--- config.mk ---
export PLATFORM = sky130hd
export DESIGN_NAME = lfxo_osc_ctrl
export DESIGN_NICKNAME = d
export VERILOG_FILES = /design/src/lfxo_sync3.v /design/src/lfxo_osc_ctrl.v
export VERILOG_INCLUDE_DIRS = /design/src
export SDC_FILE = /design/constraint.sdc
export NUM_CORES = 1
export LEC_CHECK = 0
export BUFFER_PORTS_ARGS = -buffer_cell sky130_fd_sc_hd__buf_4
export CAP_MARGIN = 25
export CORE_ASPECT_RATIO = 1.4
export CORE_MARGIN = 2
export CORE_UTILIZATION = 61
export CTS_CLUSTER_DIAMETER = 30
export DETAILED_ROUTE_END_ITERATION = 8
export PLACE_DENSITY = 0.84
export RECOVER_POWER = 100
export SETUP_SLACK_MARGIN = 0.02
export SYNTH_ARGS = -nofsm -noshare
export SYNTH_HDL_FRONTEND = slang
export SYNTH_SLANG_ARGS = --single-unit
--- constraint.sdc ---
create_clock -name clk -period 4.25 [get_ports clk]
set_clock_uncertainty 0.1 [all_clocks]
set_input_delay 0.2125 -clock clk [delete_from_list [all_inputs] [get_ports clk]]
set_output_delay 0.2125 -clock clk [all_outputs]
set_load 0.02 [all_outputs]
--- src/lfxo_defines.vh ---
// register offsets, field positions, reset values and timing counts for the oscillator control
`ifndef LFXO_DEFINES_VH
`define LFXO_DEFINES_VH
`define LFXO_LF_CTRL_ADDR     8'h86
`define LFXO_EXT_CTRL_ADDR    8'hB1
`define LFXO_LF_EN_BIT        7
`define LFXO_LF_RDY_BIT       6
`define LFXO_TRIM_HI          5
`define LFXO_TRIM_LO          2
`define LFXO_DIV_HI           1
`define LFXO_DIV_LO           0
`define LFXO_XVLD_BIT         7
`define LFXO_XMODE_HI         6
`define LFXO_XMODE_LO         4
`define LFXO_XRANGE_HI        2
`define LFXO_XRANGE_LO        0
`define LFXO_XRANGE_RST       3'h0
`define LFXO_XMODE_UNUSED     3'h1
`define LFXO_TRIM_RST         4'h8
`define LFXO_DIV_RST          2'h0
`define LFXO_XMODE_OFF        3'h0
`define LFXO_XMODE_CMOS       3'h2
`define LFXO_XMODE_CMOS_DIV2  3'h3
`define LFXO_XMODE_RC         3'h4
`define LFXO_XMODE_CAP        3'h5
`define LFXO_XMODE_XTAL       3'h6
`define LFXO_XMODE_XTAL_DIV2  3'h7
`define LFXO_LF_SETTLE_EDGES  8'h10
`define LFXO_X_SETTLE_EDGES   16'h0400
`endif

--- src/lfxo_sync3.v ---
// three-stage synchroniser with agreement filter for an asynchronous level
`timescale 1ns/100ps
`default_nettype none
module lfxo_sync3
(
    input  wire clk,        // system clock
    input  wire sys_rst,    // synchronous reset, active high
    input  wire async_in,   // level from outside the clock domain
    output reg  sync_out    // filtered level
);
    reg s1; // first stage, read only by s2
    reg s2; // second stage
    reg s3; // third stage

    // shift chain; output follows only when stages two and three agree
    always @(posedge clk)
    begin
        if (sys_rst)
        begin
            s1       <= 1'b0;
            s2       <= 1'b0;
            s3       <= 1'b0;
            sync_out <= 1'b0;
        end
        else
        begin
            s1 <= async_in;
            s2 <= s1;
            s3 <= s2;
            if (s2 == s3)
                sync_out <= s3;
        end
    end
endmodule // lfxo_sync3
`default_nettype wire

--- src/lfxo_osc_ctrl.v ---
// low-frequency oscillator and external oscillator control logic
// Overview of operation
// (RULE1) lf oscillator runs only while enable set
// (RULE2) ready flag sets once lf output stable
// (RULE3) ready clears only on reset or divider change
// (RULE4) four-bit trim: zero fastest, all ones slowest
// (RULE5) divider select 00/01/10/11 gives 8/4/2/1
// (RULE6) crystal modes claim both pins, others one; the code claims none in the off and unused codes
// (RULE7) software skips claimed pins in routing matrix
// (RULE8) software sets oscillator pins analog or digital
// (RULE9) external clock offered to system and peripherals
// (RULE10) crystal divide mode halves with even duty
// (RULE11) valid detector readable after crystal enable
// (RULE12) software waits, polls valid, then switches clock
// (RULE13) software picks crystal mode and frequency range
// (RULE14) valid reads one only when running stable
// (RULE15) lf output is trimmed clock through divider
// two control registers share one strobe bus; reads come back registered
// one cycle after the strobe and stand until the next read
`timescale 1ns/100ps
`default_nettype none
`include "lfxo_defines.vh"
module lfxo_osc_ctrl
(
    input  wire       clk,            // system clock, 100 MHz
    input  wire       sys_rst,        // synchronous reset, active high
    input  wire [7:0] sfr_addr,       // register address
    input  wire [7:0] sfr_wdata,      // write data
    input  wire       sfr_wr,         // write strobe, one cycle
    input  wire       sfr_rd,         // read strobe, one cycle
    output reg  [7:0] sfr_rdata,      // read data, registered
    input  wire       lf_osc_raw,     // analog lf oscillator output
    output reg        lf_osc_run,     // enables the lf oscillator core
    output reg  [3:0] lf_trim_out,    // trim code to the oscillator core
    output reg        lf_clk_en,      // divided lf rate as one-cycle pulse
    input  wire       ext_osc_raw,    // external oscillator, from pin or amplifier
    output reg        xtal_in_claim,  // crystal_in_pin taken by oscillator
    output reg        xtal_out_claim, // crystal_out_pin taken by oscillator
    output reg  [2:0] ext_freq_out,   // drive range to the amplifier
    output reg        ext_clk_en,     // external rate as one-cycle pulse
    output reg        ext_clk_valid   // external clock valid, mirrors flag
);
    reg        lf_osc_enable;       // lf enable bit
    reg        lf_osc_ready;        // lf ready flag
    reg  [3:0] lf_fine_trim;        // trim field
    reg  [1:0] lf_divider_select;   // divider field
    reg  [2:0] ext_mode;            // external mode field
    reg  [2:0] ext_freq_range;      // external range field
    reg        ext_valid_bit;       // external valid flag
    wire       lf_sync;             // synchronised lf level
    wire       ext_sync;            // synchronised external level
    reg        lf_prev;             // last lf level, edge detection
    reg        ext_prev;            // last external level
    reg  [2:0] lf_div_cnt;          // lf rising edge counter
    reg  [7:0] lf_settle;           // lf edges seen while enabled, since the last divider change
    reg [15:0] x_settle;            // external edges seen in running non-cmos modes since the last external register write
    reg        ext_half;            // divide-by-two toggle
    wire       lf_rise;             // lf rising edge
    wire       ext_rise;            // external rising edge
    wire       ext_on;              // external circuit on
    wire       ext_xtal;            // crystal modes
    wire       ext_div2;            // any divide-by-two mode
    wire       ext_cmos;            // cmos clock modes
    wire       lf_wr;               // write to lf register
    wire       ext_wr;              // write to external register
    wire       div_change;          // write alters divider field
    reg        lf_tick;             // selected divided lf edge

    // pin inputs pass three stages before use
    lfxo_sync3 u_lf_sync (.clk(clk), .sys_rst(sys_rst), .async_in(lf_osc_raw), .sync_out(lf_sync));
    lfxo_sync3 u_x_sync (.clk(clk), .sys_rst(sys_rst), .async_in(ext_osc_raw), .sync_out(ext_sync));

    // one-cycle rising edge strobes from the filtered levels
    assign lf_rise    = lf_sync & ~lf_prev;
    assign ext_rise   = ext_sync & ~ext_prev;
    // address decode of the two control registers
    assign lf_wr      = sfr_wr && (sfr_addr == `LFXO_LF_CTRL_ADDR);
    assign ext_wr     = sfr_wr && (sfr_addr == `LFXO_EXT_CTRL_ADDR);
    // a write that alters the divider restarts the settle count
    assign div_change = lf_wr &&
        (sfr_wdata[`LFXO_DIV_HI:`LFXO_DIV_LO] != lf_divider_select);
    // mode decode; the unused code behaves as off
    assign ext_on     = (ext_mode != `LFXO_XMODE_OFF) && (ext_mode != `LFXO_XMODE_UNUSED);
    assign ext_xtal   = (ext_mode == `LFXO_XMODE_XTAL) || (ext_mode == `LFXO_XMODE_XTAL_DIV2);
    assign ext_div2   = (ext_mode == `LFXO_XMODE_XTAL_DIV2) ||
                        (ext_mode == `LFXO_XMODE_CMOS_DIV2);
    assign ext_cmos   = (ext_mode == `LFXO_XMODE_CMOS) || (ext_mode == `LFXO_XMODE_CMOS_DIV2);

    // pick divided lf edge: counter bit toggles at the chosen ratio
    always @*
    begin
        case (lf_divider_select) // RULE5
            2'h0:    lf_tick = lf_rise && (lf_div_cnt == 3'h7);
            2'h1:    lf_tick = lf_rise && (lf_div_cnt[1:0] == 2'h3);
            2'h2:    lf_tick = lf_rise && lf_div_cnt[0];
            2'h3:    lf_tick = lf_rise;
            default: lf_tick = 1'b0;
        endcase
    end

    // register writes and lf state
    always @(posedge clk)
    begin
        if (sys_rst)
        begin
            // all state idle; trim back to its reset code
            lf_osc_enable     <= 1'b0;
            lf_osc_ready      <= 1'b0;
            lf_fine_trim      <= `LFXO_TRIM_RST;
            lf_divider_select <= `LFXO_DIV_RST;
            ext_mode          <= `LFXO_XMODE_OFF;
            ext_freq_range    <= `LFXO_XRANGE_RST;
            lf_prev           <= 1'b0;
            lf_div_cnt        <= 3'h0;
            lf_settle         <= 8'h00;
            lf_clk_en         <= 1'b0;
            lf_osc_run        <= 1'b0;
            lf_trim_out       <= `LFXO_TRIM_RST;
        end
        else
        begin
            // edge history for the lf strobe
            lf_prev <= lf_sync;
            // writable lf fields; the ready bit ignores writes
            if (lf_wr)
            begin
                lf_osc_enable     <= sfr_wdata[`LFXO_LF_EN_BIT];
                lf_fine_trim      <= sfr_wdata[`LFXO_TRIM_HI:`LFXO_TRIM_LO];
                lf_divider_select <= sfr_wdata[`LFXO_DIV_HI:`LFXO_DIV_LO];
            end
            // writable external fields; valid bit and bit 3 ignore writes
            if (ext_wr)
            begin
                ext_mode       <= sfr_wdata[`LFXO_XMODE_HI:`LFXO_XMODE_LO];
                ext_freq_range <= sfr_wdata[`LFXO_XRANGE_HI:`LFXO_XRANGE_LO];
            end
            // core controls follow the fields one cycle later
            lf_osc_run  <= lf_osc_enable; // RULE1
            lf_trim_out <= lf_fine_trim; // RULE4
            // divider restarts on a change so first output is a full period
            if (div_change || !lf_osc_enable)
                lf_div_cnt <= 3'h0;
            else if (lf_rise)
                lf_div_cnt <= lf_div_cnt + 3'h1;
            // pulse only while enabled, never on the divider-change cycle
            lf_clk_en <= lf_osc_enable && lf_tick && !div_change; // RULE15
            // settle count; ready sets after enough edges while enabled
            if (div_change)
                lf_settle <= 8'h00;
            else if (lf_osc_enable && lf_rise && lf_settle != `LFXO_LF_SETTLE_EDGES)
                lf_settle <= lf_settle + 8'h01;
            // the divider-change clear beats a same-cycle set
            if (div_change)
                lf_osc_ready <= 1'b0; // RULE3
            else if (lf_settle == `LFXO_LF_SETTLE_EDGES)
                lf_osc_ready <= 1'b1; // RULE2
        end
    end

    // external oscillator: valid detector, halving stage, pin claims
    always @(posedge clk)
    begin
        if (sys_rst)
        begin
            // external side idle, no pin claimed
            ext_prev       <= 1'b0;
            x_settle       <= 16'h0000;
            ext_valid_bit  <= 1'b0;
            ext_half       <= 1'b0;
            ext_clk_en     <= 1'b0;
            xtal_in_claim  <= 1'b0;
            xtal_out_claim <= 1'b0;
            ext_freq_out   <= `LFXO_XRANGE_RST;
            ext_clk_valid  <= 1'b0;
        end
        else
        begin
            // edge history for the external strobe
            ext_prev <= ext_sync;
            // valid detector counts edges; cmos modes always read zero
            if (!ext_on || ext_cmos || ext_wr)
                x_settle <= 16'h0000;
            else if (ext_rise && x_settle != `LFXO_X_SETTLE_EDGES)
                x_settle <= x_settle + 16'h0001;
            ext_valid_bit <= ext_on && !ext_cmos && !ext_wr &&
                             (x_settle == `LFXO_X_SETTLE_EDGES); // RULE11 RULE14
            // port copy of the flag, one cycle behind the register
            ext_clk_valid <= ext_valid_bit;
            // halving stage gives one pulse per two edges, even duty
            if (!ext_div2)
                ext_half <= 1'b0;
            else if (ext_rise)
                ext_half <= ~ext_half; // RULE10
            // pulse per rise, or per second rise in the halving modes
            ext_clk_en <= ext_on && ext_rise && (!ext_div2 || ext_half); // RULE9
            // crystal modes claim both pins, the other running modes the output pin only, off and unused none
            xtal_in_claim  <= ext_xtal; // RULE6
            xtal_out_claim <= ext_on; // RULE6
            // range code goes straight to the amplifier drive
            ext_freq_out   <= ext_freq_range;
        end
    end

    // read path; unmapped addresses read zero
    always @(posedge clk)
    begin
        if (sys_rst)
            sfr_rdata <= 8'h00;
        else if (sfr_rd)
        begin
            // lf word: enable, ready, trim, divider
            // external word: valid, mode, a zero, range
            case (sfr_addr)
                `LFXO_LF_CTRL_ADDR:  sfr_rdata <= {lf_osc_enable, lf_osc_ready,
                                                   lf_fine_trim, lf_divider_select};
                `LFXO_EXT_CTRL_ADDR: sfr_rdata <= {ext_valid_bit, ext_mode, 1'b0,
                                                   ext_freq_range};
                default:             sfr_rdata <= 8'h00;
            endcase
        end
    end
endmodule // lfxo_osc_ctrl
`default_nettype wire

==> results of run 1 <==
==> cells by family (layout without fill, tap and decap cells) <==
| family | Yosys count | after routing | synth area share (%) |
|---|---|---|---|
| flops | 74 | 74 | 48.21 |
| buf+inv | 21 | 72 | 2.932 |
| simple gates | 127 | 127 | 24.55 |
| compound gates | 50 | 50 | 11.44 |
| mux | 16 | 16 | 5.212 |
| fa+ha+maj | 9 | 9 | 3.665 |
| xor+xnor | 14 | 14 | 3.990 |
==> Yosys cell counts (2+ instances only) <==
cell,n
nand4bb_1,2
o21ai_1,3
nand3_1,7
or4b_4,2
dfxtp_1,74
a21oi_1,13
nand2b_1,2
and3b_1,2
o31ai_1,7
clkbuf_1,7
inv_1,10
o21ai_0,4
or4_2,5
nand4_1,8
a21oi_2,4
nor2_1,36
a22oi_1,8
and4_1,2
or3_1,4
nand3b_1,3
xor2_1,6
xnor2_1,8
nor2b_1,18
nor3_1,6
a211oi_1,8
buf_2,3
ha_1,9
nand2_1,11
mux2i_1,16
nor2_2,2
or4_1,3
nor3b_1,2
or3_2,2
==> how the worst max path moves through the flow <==
| stage | slack [ns] | cells after the start | from | endpoint |
|---|---|---|---|---|
| after floorplan | 2.16 | 7 | x_settle[0] | x_settle[1] |
| after global placement | 1.87 | 6 | x_settle[0] | x_settle[1] |
| after detailed placement | 1.77 | 6 | x_settle[0] | x_settle[1] |
| after CTS | 1.76 | 6 | x_settle[0] | x_settle[1] |
| after global routing | 1.20 | 6 | x_settle[0] | x_settle[9] |
| final | 1.32 | 6 | x_settle[0] | x_settle[10] |
==> final cells by class <==
cell class	count	area, sq um	share of cell area (%)
Clock inverter	5	78.83	2.232
Sequential cell	74	1481	41.94
Inverter	10	37.54	1.063
Timing Repair Buffer	46	272.8	7.722
Multi-Input combinational cell	216	1450	41.06
Tap cell	64	80.08	2.267
Clock buffer	11	131.4	3.719
==> per-layer routing <==
metal  GRT usage (%)  vias up
met1           23.00     1098
met3           4.884       13
met2           35.98       56
met5               0        -
met4           12.45        0
li1                -     1203
==> cells in the final DEF, fill, tap and decap left out, types with 3 or more instances in the layout <==
| cell | synthesis | routed |
|---|---|---|
| xnor2_1 | 8 | 8 |
| clkbuf_4 | 0 | 5 |
| inv_1 | 10 | 10 |
| ha_1 | 9 | 9 |
| nand3_1 | 7 | 7 |
| dlygate4sd3_1 | 0 | 4 |
| a22oi_1 | 8 | 8 |
| o21ai_0 | 4 | 4 |
| mux2i_1 | 16 | 16 |
| buf_4 | 0 | 15 |
| or3_1 | 4 | 4 |
| nand4_1 | 8 | 8 |
| nor2_1 | 36 | 36 |
| dfxtp_1 | 74 | 74 |
| xor2_1 | 6 | 6 |
| or4_2 | 5 | 5 |
| a211oi_1 | 8 | 8 |
| clkbuf_8 | 0 | 9 |
| o31ai_1 | 7 | 7 |
| nand2_1 | 11 | 11 |
| nor2b_1 | 18 | 18 |
| nand3b_1 | 3 | 3 |
| o21ai_1 | 3 | 3 |
| clkbuf_1 | 7 | 24 |
| nor3_1 | 6 | 6 |
| a21oi_1 | 13 | 17 |
| or4_1 | 3 | 3 |
==> timing repair <==
| action | CTS | global route |
|---|---|---|
| hold endpoints to repair | 4 | 0 |
| setup endpoints to repair | 0 | 0 |
| hold buffers | 4 | 0 |
==> worst max-delay path, stage by stage (launching register included) <==
cell and delay [ns]:
dfxtp_1 0.33, inv_1 0.10, ha_1 0.16, or4b_1 0.48, o41ai_2 1.26, or4_2 0.29, a21oi_1 0.06
==> power by group through the flow <==
stage | Combinational [mW] | Clock (mW) | Sequential [mW]
after floorplan | 0.0202 | 0 | 0.721
after global placement | 0.0482 | 0 | 0.717
after detailed placement | 0.0493 | 0 | 0.717
after CTS | 0.0524 | 0.587 | 0.701
after global routing | 0.0516 | 0.616 | 0.701
final | 0.0478 | 0.572 | 0.701
==> stage by stage <==
stage | instances | cell area (sq um) | setup WS (ns) | utilization, % | total power [mW]
2_1_floorplan | 311 | 3073 | 2.163 | - | 0.7412
3_3_place_gp | 406 | 3416 | 1.874 | 70.54 | 0.7654
3_5_place_dp | 406 | 3416 | 1.774 | 70.54 | 0.7666
4_1_cts | 426 | 3666 | 1.758 | 75.71 | 1.340
5_1_grt | 426 | 3532 | 1.196 | 72.95 | 1.369
6_report | 426 | 3532 | 1.316 | 72.95 | 1.321
==> registers in the layout (all words and copies together), names as in the netlist, 2 cells and up <==
| name | cells |
|---|---|
| lf_div_cnt | 3 |
| x_settle | 16 |
| lf_trim_out | 4 |
| lf_settle | 8 |
| sfr_rdata | 8 |
| ext_mode | 3 |
| lf_divider_select | 2 |
| ext_freq_range | 3 |
| ext_freq_out | 3 |
| lf_fine_trim | 4 |
==> metrics.cfg, run 1 <==
[flow_run]
drv_cap = 1

[global_routing]
track_usage_pct = 20.75
gr-total-overflow = 0
grt_pass1_vias = 2106
antenna_found_initial = 0
grt_pass1_wl_microns = 9073
grt_start_max_net_pins = 47

[worst_setup_path]
worst_r2r_endpoint = x_settle[10]
end_kind = register
r2r_setup_slack_ns = 1.32
required_ns = 4.34
crit_arrival_ns = 3.02
r2r_cells = 6
crit_path_start_kind = register
r2r_start = x_settle[0]
path_max_fanout = 18
worst-setup-path-type = register to register

[power]
pwr_density_cell_nw_per_um2 = 374.0
power.internal_mw = 1.051
clkPwrFrac_pct = 43.3
switching_power_mw = 0.2697
leakage_nw = 1.299
pwr-share-seq_pct = 53.1
combPwrFrac_pct = 3.6
peakVddDrop_uv = 253.9
swShare_pct = 20.42

[drt]
wl_met3_microns = 239
first_pass_iters = 5
vias = 2370
topRoutingLayerUsed = met4
drc = 0
wl_microns = 5774
drt-met1-wl_microns = 2496
wl_met2_microns = 2937
viasPerCell = 5.563
ant_nets = 0
wl_per_cell_microns = 13.55
dr.first_iter.drc_count = 129

[floorplanning]
start_util_pct = 63.46
die_area_sq_um = 5629
fp-row-count = 30
die_w_microns = 63.99
pin_count = 43
core_sq_um = 4842
chipHeight_microns = 87.98

[clock_tree]
cts_buffer_depth = 2
root_buffer = clkbuf_8
post_cts_buffers = 0
clock-sinks = 74
cts_resized = 0
cts_tree = done
clock_latency_ns = 0.34
numCtsBuffers = 9
clkTransAtPathRegs_ns = 0.07
cts.htree.levels = 3

[logic_synthesis]
synth_ff_type = dfxtp_1
ys_top_cells_by_area = dfxtp_1 48%, mux2i_1 5.2%, nor2_1 4.4%
synth_cell_types = 47
ys_async_sr_fraction_pct = 0
synth_edf_count = 0
synthesis.area_sq_um = 3073
synth.net_count = 342
synth-warning-count = 0
ys_ff_latch = 74
yosys.area.top_type = dfxtp_1
yosysSeqAreaShare_pct = 48.21
yosysTopAreaCellShare_pct = 48.21
avgSynthCellArea_sq_um = 9.881
synth_cells = 311

[final_layout]
layout-drive-gt1-share_pct = 12.71
area_delta_synth_final_pct = 14.94
nets = 388
fillerInstances = 374
num_antenna_cells = 0

[timing]
hold_viol = 0
drv_slew = 10
holdWs_ns = 0.02008
finalSetupTns_ns = 0
relSlewSlack_pct = -28.50
finalSetupViolations = 0
worstMarginPinSlew_ns = 1.910
period_minus_slack_ns = 2.934
clock.fmax_mhz = 340.8
fin_crit_sh_pct = 69.05
rsz0062_at_grt = no

[run_status]
outcome = finished with violations
violations = max-capacitance violations, max-slew violations

[min_path]
holdPathStages = 3
hp-class = input port to register
min_from = sfr_wdata[6]
worstHoldEndpoint = ext_mode[2]

[placed_design]
place_congestion = 0.7883
hpwlAfterDp_microns = 3975
portBuffers = 42

Note: power is estimated with default switching activity, not from simulation.
==> inputs of run 2 (changes only) <==
--- a/config.mk
+++ b/config.mk
@@ -10,10 +10,10 @@
 export CAP_MARGIN = 25
 export CORE_ASPECT_RATIO = 1.4
 export CORE_MARGIN = 2
-export CORE_UTILIZATION = 61
+export CORE_UTILIZATION = 51
 export CTS_CLUSTER_DIAMETER = 30
 export DETAILED_ROUTE_END_ITERATION = 8
-export PLACE_DENSITY = 0.84
+export PLACE_DENSITY = 0.75
 export RECOVER_POWER = 100
 export SETUP_SLACK_MARGIN = 0.02
 export SYNTH_ARGS = -nofsm -noshare
==> constraint.sdc (replaced) <==
create_clock -name clk -period 2.49 [get_ports clk]
set_clock_uncertainty 0.1 [all_clocks]
set_input_delay 0.1245 -clock clk [delete_from_list [all_inputs] [get_ports clk]]
set_output_delay 0.1245 -clock clk [all_outputs]
set_load 0.02 [all_outputs]
==> run 2 against run 1 <==
The flow now finishes without violations. Sequential cell count did not move. Maximum frequency increased by 34%. First-iteration DRC count down 26%. Global-route usage down 1.0 points. Critical endpoint is now x_settle[1]. Largest cell class unchanged.
==> metrics.cfg, run 2 (synthesis results as in run 1) <==
[global_routing]
busiest_layer = met2
use_met2_pct = 35.90
grt_util_met1_pct = 21.58
grt_start_max_net_pins = 47
antenna_found_initial = 0
use_met3_pct = 5.864
track_usage_pct = 19.75
grt_pass1_vias = 2351
grt_pass1_wl_microns = 10400
gr-total-overflow = 0

[timing]
fin_crit_sh_pct = 87.88
drv_slew = 0
finalSetupViolations = 0
relSlewSlack_pct = 29.71
worstMarginPinSlew_ns = 1.045
hold_viol = 0
finalSetupTns_ns = 0
fin_ws_ns = 0.3019
clock.fmax_mhz = 457.0
period_minus_slack_ns = 2.188
rsz0062_at_grt = no

[floorplanning]
start_util_pct = 52.78
pin_count = 43
core_sq_um = 5822
die_w_microns = 69.61
chipHeight_microns = 95.85
die_area_sq_um = 6671
fp-row-count = 33

[clock_tree]
clock_latency_ns = 0.34
cts_buffer_depth = 2
cts.htree.levels = 3
numCtsBuffers = 9
root_buffer = clkbuf_8
clkTransAtPathRegs_ns = 0.07
cts_tree = done
clock-sinks = 74
cts_resized = 0
post_cts_buffers = 0

[placed_design]
place_congestion = 0.8837
dp_cells = 420
hpwlAfterDp_microns = 4283
dp_slack_ns = 0.4071
portBuffers = 42

[final_layout]
final_cell_mix = 74 x dfxtp_1, 36 x nor2_1, 25 x clkbuf_1
largest_register_ffs = 16
fillerInstances = 520
nets = 403
num_antenna_cells = 0
top_register = x_settle
layout-drive-gt1-share_pct = 14.59
final_common_cell = dfxtp_1
area_delta_synth_final_pct = 20.48
final_cells = 447
top_regs = x_settle (16), lf_settle (8), sfr_rdata (8)
post-route-util_pct = 63.59

[power]
leakage_nw = 1.365
switching_power_mw = 0.4758
peakVddDrop_uv = 310.3
swShare_pct = 20.17
pwr_density_cell_nw_per_um2 = 637.2
power.internal_mw = 1.883
combPwrFrac_pct = 3.9
pwr-share-seq_pct = 50.7
clkPwrFrac_pct = 45.4

[worst_setup_path]
crit_path_start_kind = register
path_max_fanout = 6
required_ns = 2.63
critPathBufInv = 2
worst-setup-path-type = register to register
crit_family = simple AND/OR/NAND/NOR gates
max_stage_delay_ns = 0.48
crit_chain = inv_1, ha_1, or4b_4, o41ai_4, clkbuf_1, mux2i_1, nor2_2
crit_arrival_ns = 2.33
end_kind = register
cp_slowest_cell = or4b_4

[min_path]
hp-class = input port to register

[drt]
vias = 2411
wl_microns = 6107
drc = 0
dr.first_iter.drc_count = 96
viasPerCell = 5.394
ant_nets = 0
wl_per_cell_microns = 13.66
first_pass_iters = 4

[flow_run]
drv_cap = 0

[run_status]
outcome = finished, final reports clean

## run 2: worst paths after layout
check	start	to	slack, ns	cells after the start
setup / recovery	x_settle[0]	x_settle[1]	0.30	7
hold / removal	sys_rst	u_lf_sync.s3	0.11	2
setup reg to reg	x_settle[0]	x_settle[1]	0.30	7
hold reg to reg	u_lf_sync.s1	u_lf_sync.s2	0.35	1
## run 2: power groups by stage
stage          clock network [mW]  logic [mW]  registers, mW
3_5_place_dp                    0      0.0853           1.22
6_report                     1.07      0.0913           1.20
4_1_cts                      1.09      0.0995           1.20
5_1_grt                      1.15       0.101           1.20
3_3_place_gp                    0      0.0838           1.22
2_1_floorplan                   0      0.0345           1.23
## run 2: area by class of cell
class | instances | area (sq um) | share of cell area [%]
inverters | 10 | 37.54 | 1.014
clock inverters | 4 | 72.57 | 1.960
clock buffers | 12 | 165.2 | 4.461
flip-flops and latches | 74 | 1481 | 40.01
well taps | 70 | 87.58 | 2.366
repair buffers | 61 | 389.1 | 10.51
multi-input cells | 216 | 1469 | 39.68
## run 2: per-layer routing
metal  wire [microns]  share of wire, %  vias up
met5                0                 0        -
met4              126               2.1        0
met3              210               3.4       10
met2             3203                52       40
met1             2566                42     1137
li1                 -                 -     1224
## run 2: timing repair
action                                 CTS  global route
setup endpoints to repair                0             0
hold buffers                            11             0
endpoints found under the hold margin   22             0
## run 2: metrics by stage
stage               hold WS (ns)  total power [mW]  instance area [sq um]
global route              0.1115             2.446                   3702
finish                    0.1110             2.359                   3702
floorplan                 0.1424             1.265                   3073
CTS                      0.07263             2.390                   3831
global placement          0.2346             1.308                   3483
detailed placement        0.2454             1.310                   3483
